File: config.mk
export PLATFORM = sky130hd
export DESIGN_NAME = abhp_port
export DESIGN_NICKNAME = d
export VERILOG_FILES = /design/src/design/abhp_pkg.sv /design/src/design/abhp_sar.sv /design/src/design/abhp_port.sv
export SDC_FILE = /design/constraint.sdc
export NUM_CORES = 1
export LEC_CHECK = 0
export BUFFER_PORTS_ARGS = -buffer_cell sky130_fd_sc_hd__buf_2
export CAP_MARGIN = 20
export CORE_ASPECT_RATIO = 1.2
export CORE_MARGIN = 2
export CORE_UTILIZATION = 55
export DETAILED_ROUTE_END_ITERATION = 16
export GPL_ROUTABILITY_DRIVEN = 0
export PLACE_DENSITY = 0.75
export SLEW_MARGIN = 0
export SYNTH_ARGS = -nofsm -noshare
export SYNTH_HDL_FRONTEND = slang
export SYNTH_SLANG_ARGS = --single-unit
File: constraint.sdc
create_clock -name clk -period 3.3 [get_ports clk]
set_clock_uncertainty 0.05 [all_clocks]
set_input_delay 0.33 -clock clk [delete_from_list [all_inputs] [get_ports clk]]
set_output_delay 0.33 -clock clk [all_outputs]
set_load 0.02 [all_outputs]
File: src/design/abhp_pkg.sv
// constants and carrier types of the adc byte-wide host port
package abhp_pkg;
   localparam int unsigned RESULT_W = 10;
   localparam int unsigned BUS_W = 8;
   localparam int unsigned CFG_W = 8;
   // control bit that selects external acquisition when set
   localparam int unsigned CFG_EXT_ACQ_BIT = 5;
   localparam logic [7:0] CFG_RESET = 8'h00;
   localparam logic [9:0] RESULT_RESET = 10'h000;
   // hold after this many falling conversion-clock edges in internal acquisition
   localparam logic [2:0] ACQ_FALL_EDGES = 3'h4;
   // internal oscillator half period in system clocks when no external clock is used
   localparam logic [7:0] INT_CLK_HALF = 8'h02;
   localparam logic [3:0] CONV_STEPS = 4'ha;

   typedef struct packed {
      logic cs_n;
      logic rd_n;
      logic wr_n;
      logic high_byte_select;
   } abhp_strobes_s;

   typedef struct packed {
      logic [7:0] data_out;
      logic [7:0] data_oe_n;
      logic done_n_out;
      logic done_oe_n;
   } abhp_drive_s;

   typedef enum logic [1:0] {
      ST_IDLE,
      ST_ACQ_INT,
      ST_ACQ_EXT,
      ST_CONV
   } abhp_state_e;
endpackage : abhp_pkg

File: src/design/abhp_sar.sv
// successive-approximation sequencer: one step per conversion-clock fall
`timescale 1ns/1ps
`default_nettype none
module abhp_sar (
   input wire logic clk,
   input wire logic resetn,
   input wire logic start,
   input wire logic conv_fall,
   input wire logic comp_high,
   output logic busy,
   output logic done,
   output logic [9:0] result
);
   logic [3:0] step_r;
   logic [9:0] trial_r;
   logic [9:0] bit_w;

   assign bit_w = 10'h200 >> (4'h9 - (step_r - 4'h1));
   assign busy = (step_r != 4'h0);

   always_ff @(posedge clk or negedge resetn) begin
      if (!resetn) begin
         step_r <= 4'h0;
         trial_r <= 10'h000;
         result <= abhp_pkg::RESULT_RESET;
         done <= 1'b0;
      end else begin
         done <= 1'b0;
         if (start) begin
            step_r <= abhp_pkg::CONV_STEPS;
            trial_r <= 10'h200;
         end else if (busy && conv_fall) begin
            step_r <= step_r - 4'h1;
            if (step_r == 4'h1) begin
               result <= comp_high ? trial_r : (trial_r & ~bit_w);
               done <= 1'b1;
            end else begin
               trial_r <= (comp_high ? trial_r : (trial_r & ~bit_w)) | (bit_w >> 1);
            end
         end
      end
   end
endmodule : abhp_sar
`default_nettype wire

File: src/design/abhp_port.sv
// byte-wide host port of a 10-bit converter
// Behaviour
// high byte select high gives upper 2 bits, low gives lower 8.
// lowest two lines carry bits 1,0 or bits 9,8 by select.
// done output goes low once a conversion finishes and result is ready.
// read only with chip select low, started by read strobe falling edge.
// internal acquisition: write rise latches config and starts acquisition plus conversion.
// external acquisition: first write rise after configuration ends acquisition, starts conversion.
// host gives continuous clock in external mode, static level in internal.
// chip select high puts data and done outputs in high impedance.
// track on write rise; hold on next write rise or fourth clock fall.
// host keeps write high until first conversion clock fall in internal acquisition.
// result stays stable until the next conversion completes.
`timescale 1ns/1ps
`default_nettype none
module abhp_port (
   input wire logic clk,
   input wire logic resetn,
   input wire abhp_pkg::abhp_strobes_s strobes,
   input wire logic [7:0] data_in,
   input wire logic conv_clk_pin,
   input wire logic ext_clk_mode,
   input wire logic comp_high,
   output abhp_pkg::abhp_drive_s drive,
   output logic [7:0] config_byte,
   output logic tracking,
   output logic converting
);
   abhp_pkg::abhp_state_e state_r, state_nxt;
   logic wr_q_r, rd_q_r, pin_q_r, int_clk_r;
   logic [7:0] int_div_r;
   logic [2:0] fall_cnt_r;
   logic reading_r;
   logic done_n_r;
   logic [7:0] data_r;
   logic wr_rise, rd_fall, conv_clk, conv_fall, cs_act, start_conv;
   logic in_acq_int, in_acq_ext, acq_fall, hold_ext, hold_int;
   logic cfg_load, next_ext, done_clr, read_close, int_wrap, bus_drive;
   abhp_pkg::abhp_state_e acq_nxt;
   logic sar_busy, sar_done;
   logic [9:0] result;
   logic [7:0] byte_sel;

   function automatic logic [7:0] pick_byte(input logic [9:0] r, input logic hi);
      pick_byte = hi ? {6'h00, r[9:8]} : r[7:0];
   endfunction : pick_byte

   // mode bit of a control byte: high selects external acquisition
   function automatic logic cfg_ext(input logic [7:0] b);
      cfg_ext = b[abhp_pkg::CFG_EXT_ACQ_BIT];
   endfunction : cfg_ext

   // strobe edges compare the live strobe with the previous sample, seen in the same clock
   assign cs_act = !strobes.cs_n;
   assign wr_rise = cs_act && strobes.wr_n && !wr_q_r;
   assign rd_fall = cs_act && !strobes.rd_n && rd_q_r;
   assign conv_clk = ext_clk_mode ? conv_clk_pin : int_clk_r;
   assign conv_fall = pin_q_r && !conv_clk;
   assign next_ext = cfg_ext(data_in);
   assign acq_nxt = next_ext ? abhp_pkg::ST_ACQ_EXT : abhp_pkg::ST_ACQ_INT;
   assign byte_sel = pick_byte(result, strobes.high_byte_select);

   // state decode
   assign in_acq_int = (state_r == abhp_pkg::ST_ACQ_INT);
   assign in_acq_ext = (state_r == abhp_pkg::ST_ACQ_EXT);

   // a write that ends an external acquisition must not reload the mode
   assign cfg_load = wr_rise && !in_acq_ext;
   assign acq_fall = in_acq_int && conv_fall;

   // start conversion: hold point of the track-and-hold
   assign hold_ext = in_acq_ext && wr_rise;
   assign hold_int = acq_fall && !wr_rise && (fall_cnt_r == abhp_pkg::ACQ_FALL_EDGES - 3'h1);
   assign start_conv = hold_ext || hold_int;

   always_comb begin
      state_nxt = state_r;
      unique case (state_r)
         abhp_pkg::ST_IDLE: begin
            if (wr_rise) begin
               state_nxt = acq_nxt;
            end
         end
         abhp_pkg::ST_ACQ_INT: begin
            if (wr_rise) begin
               state_nxt = acq_nxt;
            end else if (hold_int) begin
               state_nxt = abhp_pkg::ST_CONV;
            end
         end
         abhp_pkg::ST_ACQ_EXT: begin
            if (hold_ext) begin
               state_nxt = abhp_pkg::ST_CONV;
            end
         end
         abhp_pkg::ST_CONV: begin
            if (wr_rise) begin
               state_nxt = acq_nxt;
            end else if (sar_done) begin
               state_nxt = abhp_pkg::ST_IDLE;
            end
         end
      endcase
   end

   assign tracking = in_acq_int || in_acq_ext;
   assign converting = sar_busy;

   // sequencer: starts at the hold point, one step per conversion-clock fall
   abhp_sar u_sar (
      .clk(clk),
      .resetn(resetn),
      .start(start_conv),
      .conv_fall(conv_fall),
      .comp_high(comp_high),
      .busy(sar_busy),
      .done(sar_done),
      .result(result)
   );

   // strobe history, reset to the idle high level so no false edge follows reset
   always_ff @(posedge clk or negedge resetn) begin
      if (!resetn) begin
         wr_q_r <= 1'b1;
         rd_q_r <= 1'b1;
      end else begin
         wr_q_r <= strobes.wr_n;
         rd_q_r <= strobes.rd_n;
      end
   end

   // conversion clock history for fall detection
   always_ff @(posedge clk or negedge resetn) begin
      if (!resetn) begin
         pin_q_r <= 1'b0;
      end else begin
         pin_q_r <= conv_clk;
      end
   end

   // internal oscillator stand-in
   assign int_wrap = (int_div_r == abhp_pkg::INT_CLK_HALF - 8'h01);
   always_ff @(posedge clk or negedge resetn) begin
      if (!resetn) begin
         int_div_r <= 8'h00;
         int_clk_r <= 1'b0;
      end else if (int_wrap) begin
         int_div_r <= 8'h00;
         int_clk_r <= !int_clk_r;
      end else begin
         int_div_r <= int_div_r + 8'h01;
      end
   end

   always_ff @(posedge clk or negedge resetn) begin
      if (!resetn) begin
         state_r <= abhp_pkg::ST_IDLE;
      end else begin
         state_r <= state_nxt;
      end
   end

   always_ff @(posedge clk or negedge resetn) begin
      if (!resetn) begin
         config_byte <= abhp_pkg::CFG_RESET;
      end else if (cfg_load) begin
         config_byte <= data_in;
      end
   end

   // falling conversion-clock edges seen since the configuration write
   always_ff @(posedge clk or negedge resetn) begin
      if (!resetn) begin
         fall_cnt_r <= 3'h0;
      end else if (wr_rise) begin
         fall_cnt_r <= 3'h0;
      end else if (acq_fall) begin
         fall_cnt_r <= fall_cnt_r + 3'h1;
      end
   end

   assign done_clr = rd_fall || wr_rise;
   assign read_close = !cs_act || strobes.rd_n;

   // done flag: completion sets, a read or a new write clears; set wins
   always_ff @(posedge clk or negedge resetn) begin
      if (!resetn) begin
         done_n_r <= 1'b1;
      end else if (sar_done) begin
         done_n_r <= 1'b0;
      end else if (done_clr) begin
         done_n_r <= 1'b1;
      end
   end

   // a read stays open until the read strobe or chip select rises
   always_ff @(posedge clk or negedge resetn) begin
      if (!resetn) begin
         reading_r <= 1'b0;
      end else if (read_close) begin
         reading_r <= 1'b0;
      end else if (rd_fall) begin
         reading_r <= 1'b1;
      end
   end

   // selected half registered; the result itself holds until the next completion
   always_ff @(posedge clk or negedge resetn) begin
      if (!resetn) begin
         data_r <= 8'h00;
      end else begin
         data_r <= byte_sel;
      end
   end

   // pins: data and done float whenever chip select is high
   assign bus_drive = cs_act && reading_r && !strobes.rd_n;
   assign drive.data_out = data_r;
   assign drive.data_oe_n = bus_drive ? 8'h00 : 8'hff;
   assign drive.done_n_out = done_n_r;
   assign drive.done_oe_n = !cs_act;
endmodule : abhp_port
`default_nettype wire

==> reports/qor.yml, run 1 <==
outcome: "completed"
ys_types: 55
cp.arrival_ps: 2900
clockBufferDepth: 2
worst-path-max-fanout: 21
p_clk_frac: 0.211
critPathCaptureType: "flip-flop"
core_area_um2: 5330
dpl_worst_slack_ps: 601
tns_ps: 0
switching_share: 0.395
fin_crit_sh: 0.826
synth_compound_area_frac: 0.0945
path_delay_family: "adder cells"
crit_type: "reg2reg"
firstDrtPassIters: 4
wl_per_cell_um: 14.4
maxSlewViolCount: 0
cts-root-buf: "clkbuf_8"
comb_power_share: 0.438
routed_via_density: 5.50
synth_area_leaders: "dfrtp_1 46%, ha_1 6.1%, mux2_2 3.7%"
dieArea_um2: 6200
setup_viol: 0
drt-initial-drc-count: 139
rows: 29
drv_cap: 0
drc: 0
grtUsageTotal: 0.193
internal_power_w: 0.00191
crit_buf_inv: 2
fin_ws_ps: 574
fin_nets: 337
vdd_ir_drop_max_mv: 0.677
synth_top_family_by_area: "simple AND/OR/NAND/NOR gates"
crit_slowest_cell: "or4_1"
ys_ff_latch: 60
finalHoldViolCount: 0
avgSynthCellArea_um2: 11.7
synthXorXnorAreaFrac: 0.0423
netlist_instances: 263
postSynth.asyncResetShare: 1.00
postRouteAntennaNets: 0
leakagePower_nw: 1.61
path_cells: "inv_1 -> ha_1 -> xnor2_1 -> ha_1 -> xnor2_2 -> xnor2_1 -> buf_4 -> or4_1 -> a31o_2"
ys.flop_type: "dfrtp_1"
switchingPower_w: 0.00125
die-height_um: 85.9
dr_total_vias: 2045
seq_area_frac_synth: 0.490
power.density_nw_per_um2: 908
antenna_found_initial: 0
required_ps: 3470
synthAdderAreaFrac: 0.0611
grt_max_degree: 51
die_w_um: 72.2
finalCriticalPeriod_ps: 2730
synth-edff-count: 0
dp_cells: 354
cts_resized: 0
cts_tree: "done"
max_freq_mhz: 367
wl_mm: 5.34
max_stage_delay_ps: 510
tightestPinTransition_ps: 767
synthMuxAreaShare: 0.0920
area_growth_pct: 13.3
synth_area_um2: 3070
synth_top_area_cell: "dfrtp_1"
clock_sink_count: 60
clkLatencyLatePin_ps: 340
yosysWarnings: 0
start_util: 0.576
synth_top_area_frac: 0.464
cts_max_level: 3
syn_nets: 295
detailed_place_hpwl_mm: 3.78
grt_pass1_vias: 2000
grt_setup_unrepaired: "false"
cts_buffers: 9
drive_above_1_share: 0.313
relSlewSlack: 0.485
startpoint_type: "flip-flop"
boundaryPins: 45
antenna_cells: 0
yosys.area_share.simple: 0.154
instances_no_fill: 372
overflow: 0
port_buffers: 44
min_path_type: "in2reg"
grt_pass1_wl_mm: 9.20
p_total_w: 0.00316
seq_power_share: 0.351
clkTransAtPathRegs_ps: 60
==> worst reg2reg max path, stage by stage, from the launching register on <==
cell and delay (ps):
dfrtp_1 450, inv_1 140, ha_1 300, xnor2_1 170
ha_1 240, xnor2_2 150, xnor2_1 130, buf_4 200
or4_1 510, a31o_2 260
==> synth_stat cells (all sizes together), types with 2 or more instances <==
cell and count:
nor3 3, a21oi 9, or2 2, nor2b 6
a21boi 2, nand2b 4, nand3b 2, or3b 2
ha 15, nor4 4, nand4 3, o31ai 2
or3 4, clkbuf 7, and3 3, and2 3
o41ai 4, mux2i 8, o21ai 8, nor3b 2
nand3 9, a31oi 2, a32o 2, mux2 16
nor2 14, o31a 4, nand2 12, xnor2 9
xor2 5, inv 12, buf 13, dfrtp 57
dfstp 3
==> layout by cell type (no fill, tap or decap), types with 8 or more instances in the layout <==
master / count
nand3_1: 9
a21oi_1: 9
ha_1: 15
xnor2_1: 8
dfrtp_1: 57
mux2_2: 10
nand2_1: 12
nor2_1: 14
o21ai_0: 8
buf_2: 44
clkbuf_8: 11
mux2i_1: 8
inv_1: 12
==> flip-flops by register name, indices dropped and copies added (netlist names) <==
| register | flops |
|---|---|
| int_clk_r | 1 |
| int_div_r | 8 |
| data_r | 8 |
| config_byte | 8 |
| u_sar.result | 10 |
| u_sar.step_r | 4 |
| rd_q_r | 1 |
| u_sar.done | 1 |
| fall_cnt_r | 3 |
| reading_r | 1 |
| u_sar.trial_r | 10 |
| done_n_r | 1 |
| pin_q_r | 1 |
| wr_q_r | 1 |
| state_r | 2 |
==> routing by layer <==
metal	vias up	wire length, um	GRT usage
met1	987	2450	0.254
met4	0	116	0.0943
li1	1006	-	-
met3	11	213	0.0435
met5	-	0	0
met2	41	2560	0.299
==> final timing paths <==
check | from | to | slack, ps | cells after the start
min reg2reg | u_sar.done$_DFF_PN0_ | done_n_r$_DFFE_PN1P_ | 350 | 1
max in group asynchronous | resetn | config_byte[4]$_DFFE_PN0P_ | 1960 | 4
min in group asynchronous | resetn | data_r[2]$_DFF_PN0_ | 490 | 2
max reg2reg | u_sar.step_r[0]$_DFFE_PN0P_ | u_sar.trial_r[6]$_DFFE_PN0P_ | 570 | 9
max | u_sar.step_r[0]$_DFFE_PN0P_ | u_sar.trial_r[6]$_DFFE_PN0P_ | 570 | 9
min | strobes[2] | rd_q_r$_DFF_PN1_ | 50 | 1
==> logic make-up (layout without fill, tap and decap cells) <==
group           Yosys count  count (layout)
compound gates           41              41
xor+xnor                 14              14
fa+ha+maj                15              15
buf+inv                  32              79
flops                    60              60
mux                      24              24
simple gates             77              77
==> timing repair <==
action	4_1_cts	5_1_grt
endpoints found under the hold margin	0	22
buffers inserted	0	0
hold buffers	0	1
==> cell type report <==
| class | instances | area, um^2 |
|---|---|---|
| clock buffers | 12 | 155 |
| clock inverters | 4 | 47.5 |
| fillers | 418 | 1850 |
| inverters | 12 | 45.0 |
| multi-input cells | 171 | 1360 |
| flip-flops and latches | 60 | 1510 |
| well taps | 62 | 77.6 |
| repair buffers | 51 | 288 |
==> power by group through the flow <==
stage | registers (W) | logic (W) | clock network, W
after floorplan | 0.00116 | 0.00102 | 0
after global placement | 0.00111 | 0.00134 | 0
after detailed placement | 0.00112 | 0.00137 | 0
after CTS | 0.00111 | 0.00138 | 0.000684
after global routing | 0.00114 | 0.00153 | 0.000715
final | 0.00111 | 0.00138 | 0.000668
==> stage by stage <==
stage | hold slack (ps) | util | instance area (um^2)
global placement | 327 | 0.609 | 3250
global route | 36.4 | 0.653 | 3480
CTS | 40.6 | 0.647 | 3450
floorplan | -15.6 | - | 3070
detailed placement | 335 | 0.609 | 3250
finish | 49.1 | 0.653 | 3480
Power figures use the tool's default switching activity.
==> run 2: changes to the inputs <==
- clock period: 3.3 -> 2.8 ns (I/O delays scaled with it)
==> reports/qor.yml, run 2 (same netlist as run 1, synthesis figures left out) <==
cts_setup_buffers: 0  # unchanged
switching_share: 0.398  # was 0.395
final_cell_mix: "57 x dfrtp_1, 44 x buf_2, 15 x ha_1, 14 x nor2_1"  # unchanged
cp.arrival_ps: 2660  # was 2900 ps
clkLatencyLatePin_ps: 340  # about the same
wl_mm: 5.58  # was 5.34 mm
core_area_um2: 5330  # unchanged
routed_via_density: 5.56  # was 5.50
grt_pass1_wl_mm: 9.54  # was 9.20 mm
die_w_um: 72.2  # unchanged
port_buffers: 44  # unchanged
maxSlewViolCount: 0  # unchanged
layout_commonest_cell: "dfrtp_1"  # unchanged
fin_crit_sh: 0.886  # was 0.826
regToRegEndpoint: "u_sar.trial_r[6]$_DFFE_PN0P_"  # unchanged
cts_tree: "done"  # unchanged
drc: 0  # unchanged
dieArea_um2: 6200  # unchanged
rows: 29  # unchanged
tns_ps: 0  # unchanged
placed_area_um2: 3280  # was 3250 um^2
die-height_um: 85.9  # unchanged
p_clk_frac: 0.191  # was 0.211
tightestPinTransition_ps: 659  # was 767 ps
worstRegToRegCells: 8  # was 9
grt_max_degree: 46  # was 51
hold_start: "strobes[1]"  # was strobes[2]
largest_registers: "u_sar.result: 10 flops, u_sar.trial_r: 10 flops"  # unchanged
outcome: "completed"  # unchanged
cts_max_level: 3  # unchanged
overflow: 0  # unchanged
finish.instance_area_um2: 3510  # was 3480 um^2
finalHoldViolCount: 0  # unchanged
detailed_place_hpwl_mm: 3.98  # was 3.78 mm
cts_buffers: 9  # unchanged
postLayoutCoreUtil: 0.658  # was 0.653
antenna_found_initial: 0  # unchanged
finalCriticalPeriod_ps: 2480  # was 2730 ps
grt_setup_unrepaired: "false"  # unchanged
setup_viol: 0  # unchanged
holdPathStages: 1  # unchanged
startpoint_type: "flip-flop"  # unchanged
fin_nets: 342  # was 337
leakagePower_nw: 1.63  # was 1.61 nW
required_ps: 2980  # was 3470 ps
grt_pass1_vias: 2088  # was 2000
cts-root-buf: "clkbuf_8"  # unchanged
regToRegSetupSlack_ps: 320  # was 570 ps
drt-initial-drc-count: 153  # was 139
comb_power_share: 0.461  # was 0.438
power.density_nw_per_um2: 1050  # was 908 nW/um^2
wl_per_cell_um: 14.8  # was 14.4 um
worstHoldEndpoint: "wr_q_r$_DFF_PN1_"  # was rd_q_r$_DFF_PN1_
switchingPower_w: 0.00147  # was 0.00125 W
min_path_type: "in2reg"  # unchanged
antenna_cells: 0  # unchanged
area_growth_pct: 14.2  # was 13.3%
clockBufferDepth: 2  # unchanged
grtUsageTotal: 0.200  # was 0.193
internal_power_w: 0.00223  # was 0.00191 W
relSlewSlack: 0.559  # was 0.485
dr_total_vias: 2097  # was 2045
firstDrtPassIters: 4  # unchanged
vdd_ir_drop_max_mv: 0.796  # was 0.677 mV
boundaryPins: 45  # unchanged
worst-path-max-fanout: 12  # was 21
seq_power_share: 0.348  # was 0.351
clkTransAtPathRegs_ps: 60  # about the same
max_freq_mhz: 403  # was 367 MHz
drive_above_1_share: 0.321  # was 0.313
critPathCaptureType: "flip-flop"  # unchanged
drv_cap: 0  # unchanged
start_util: 0.576  # unchanged
clock_sink_count: 60  # unchanged
crit_type: "reg2reg"  # unchanged
postRouteAntennaNets: 0  # unchanged
rr_startpoint: "u_sar.step_r[0]$_DFFE_PN0P_"  # unchanged
-- run 2: changes by cell type in the layout (fill, tap and decap cells not counted) --
cell | previous run | this run
bufinv_16 | 1 | 0
dlygate4sd3_1 | 1 | 2
buf_4 | 5 | 9
xnor2_1 | 8 | 7
xnor2_2 | 1 | 2
clkbuf_8 | 11 | 12
clkinvlp_4 | 1 | 0
clkbuf_1 | 1 | 2
-- run 2: worst max path at each step --
stage	slack (ps)	to	from	cells past startpoint
6_report	320	u_sar.trial_r[6]$_DFFE_PN0P_	u_sar.step_r[0]$_DFFE_PN0P_	8
5_1_grt	120	u_sar.trial_r[6]$_DFFE_PN0P_	u_sar.step_r[0]$_DFFE_PN0P_	8
4_1_cts	140	u_sar.trial_r[6]$_DFFE_PN0P_	u_sar.step_r[0]$_DFFE_PN0P_	9
3_5_place_dp	150	u_sar.trial_r[6]$_DFFE_PN0P_	u_sar.step_r[0]$_DFFE_PN0P_	9
3_3_place_gp	230	u_sar.trial_r[6]$_DFFE_PN0P_	u_sar.step_r[0]$_DFFE_PN0P_	9
2_1_floorplan	450	u_sar.trial_r[6]$_DFFE_PN0P_	u_sar.step_r[0]$_DFFE_PN0P_	8
-- run 2: timing repair --
action | 4_1_cts | 5_1_grt
setup endpoints to repair | 0 | 11
resized for setup | 0 | 1
hold buffers | 1 | 1
hold endpoints to repair | 1 | 40
-- run 2: power by group through the flow --
stage	combinational, W	clock, W	sequential (W)
6_report	0.00171	0.000707	0.00129
5_1_grt	0.00187	0.000761	0.00132
4_1_cts	0.00168	0.000720	0.00129
3_5_place_dp	0.00167	0	0.00130
3_3_place_gp	0.00163	0	0.00129
2_1_floorplan	0.00120	0	0.00137
-- run 2: worst max-delay path: stages, from the launching register on --
cell	delay, ps
dfrtp_1	370
inv_1	140
ha_1	270
xnor2_1	120
ha_1	240
xnor2_2	160
xnor2_2	240
or4_1	530
a31o_2	250
-- run 2: layer usage --
layer / up-vias / routed length, um / global-route usage
met5: - / 0 / 0
met4: 0 / 85 / 0.0823
met3: 9 / 284 / 0.0705
met2: 48 / 2800 / 0.327
met1: 1027 / 2410 / 0.240
li1: 1013 / - / -
-- run 2: layout make-up --
| type | instances | area (um^2) |
|---|---|---|
| flip-flops and latches | 60 | 1510 |
| fillers | 409 | 1830 |
| inverters | 12 | 45.0 |
| well taps | 62 | 77.6 |
| repair buffers | 56 | 328 |
| clock buffers | 14 | 173 |
| multi-input cells | 171 | 1370 |
| clock inverters | 2 | 10.0 |
-- run 2: per-stage QoR --
step,worst slack [ps],std cells,power [W],hold WS [ps]
after global routing,115,377,0.00395,1.44
after detailed placement,149,358,0.00297,331
final,319,377,0.00370,16.6
after global placement,234,358,0.00291,323
after CTS,142,375,0.00369,8.11
after floorplan,454,263,0.00257,-65.6
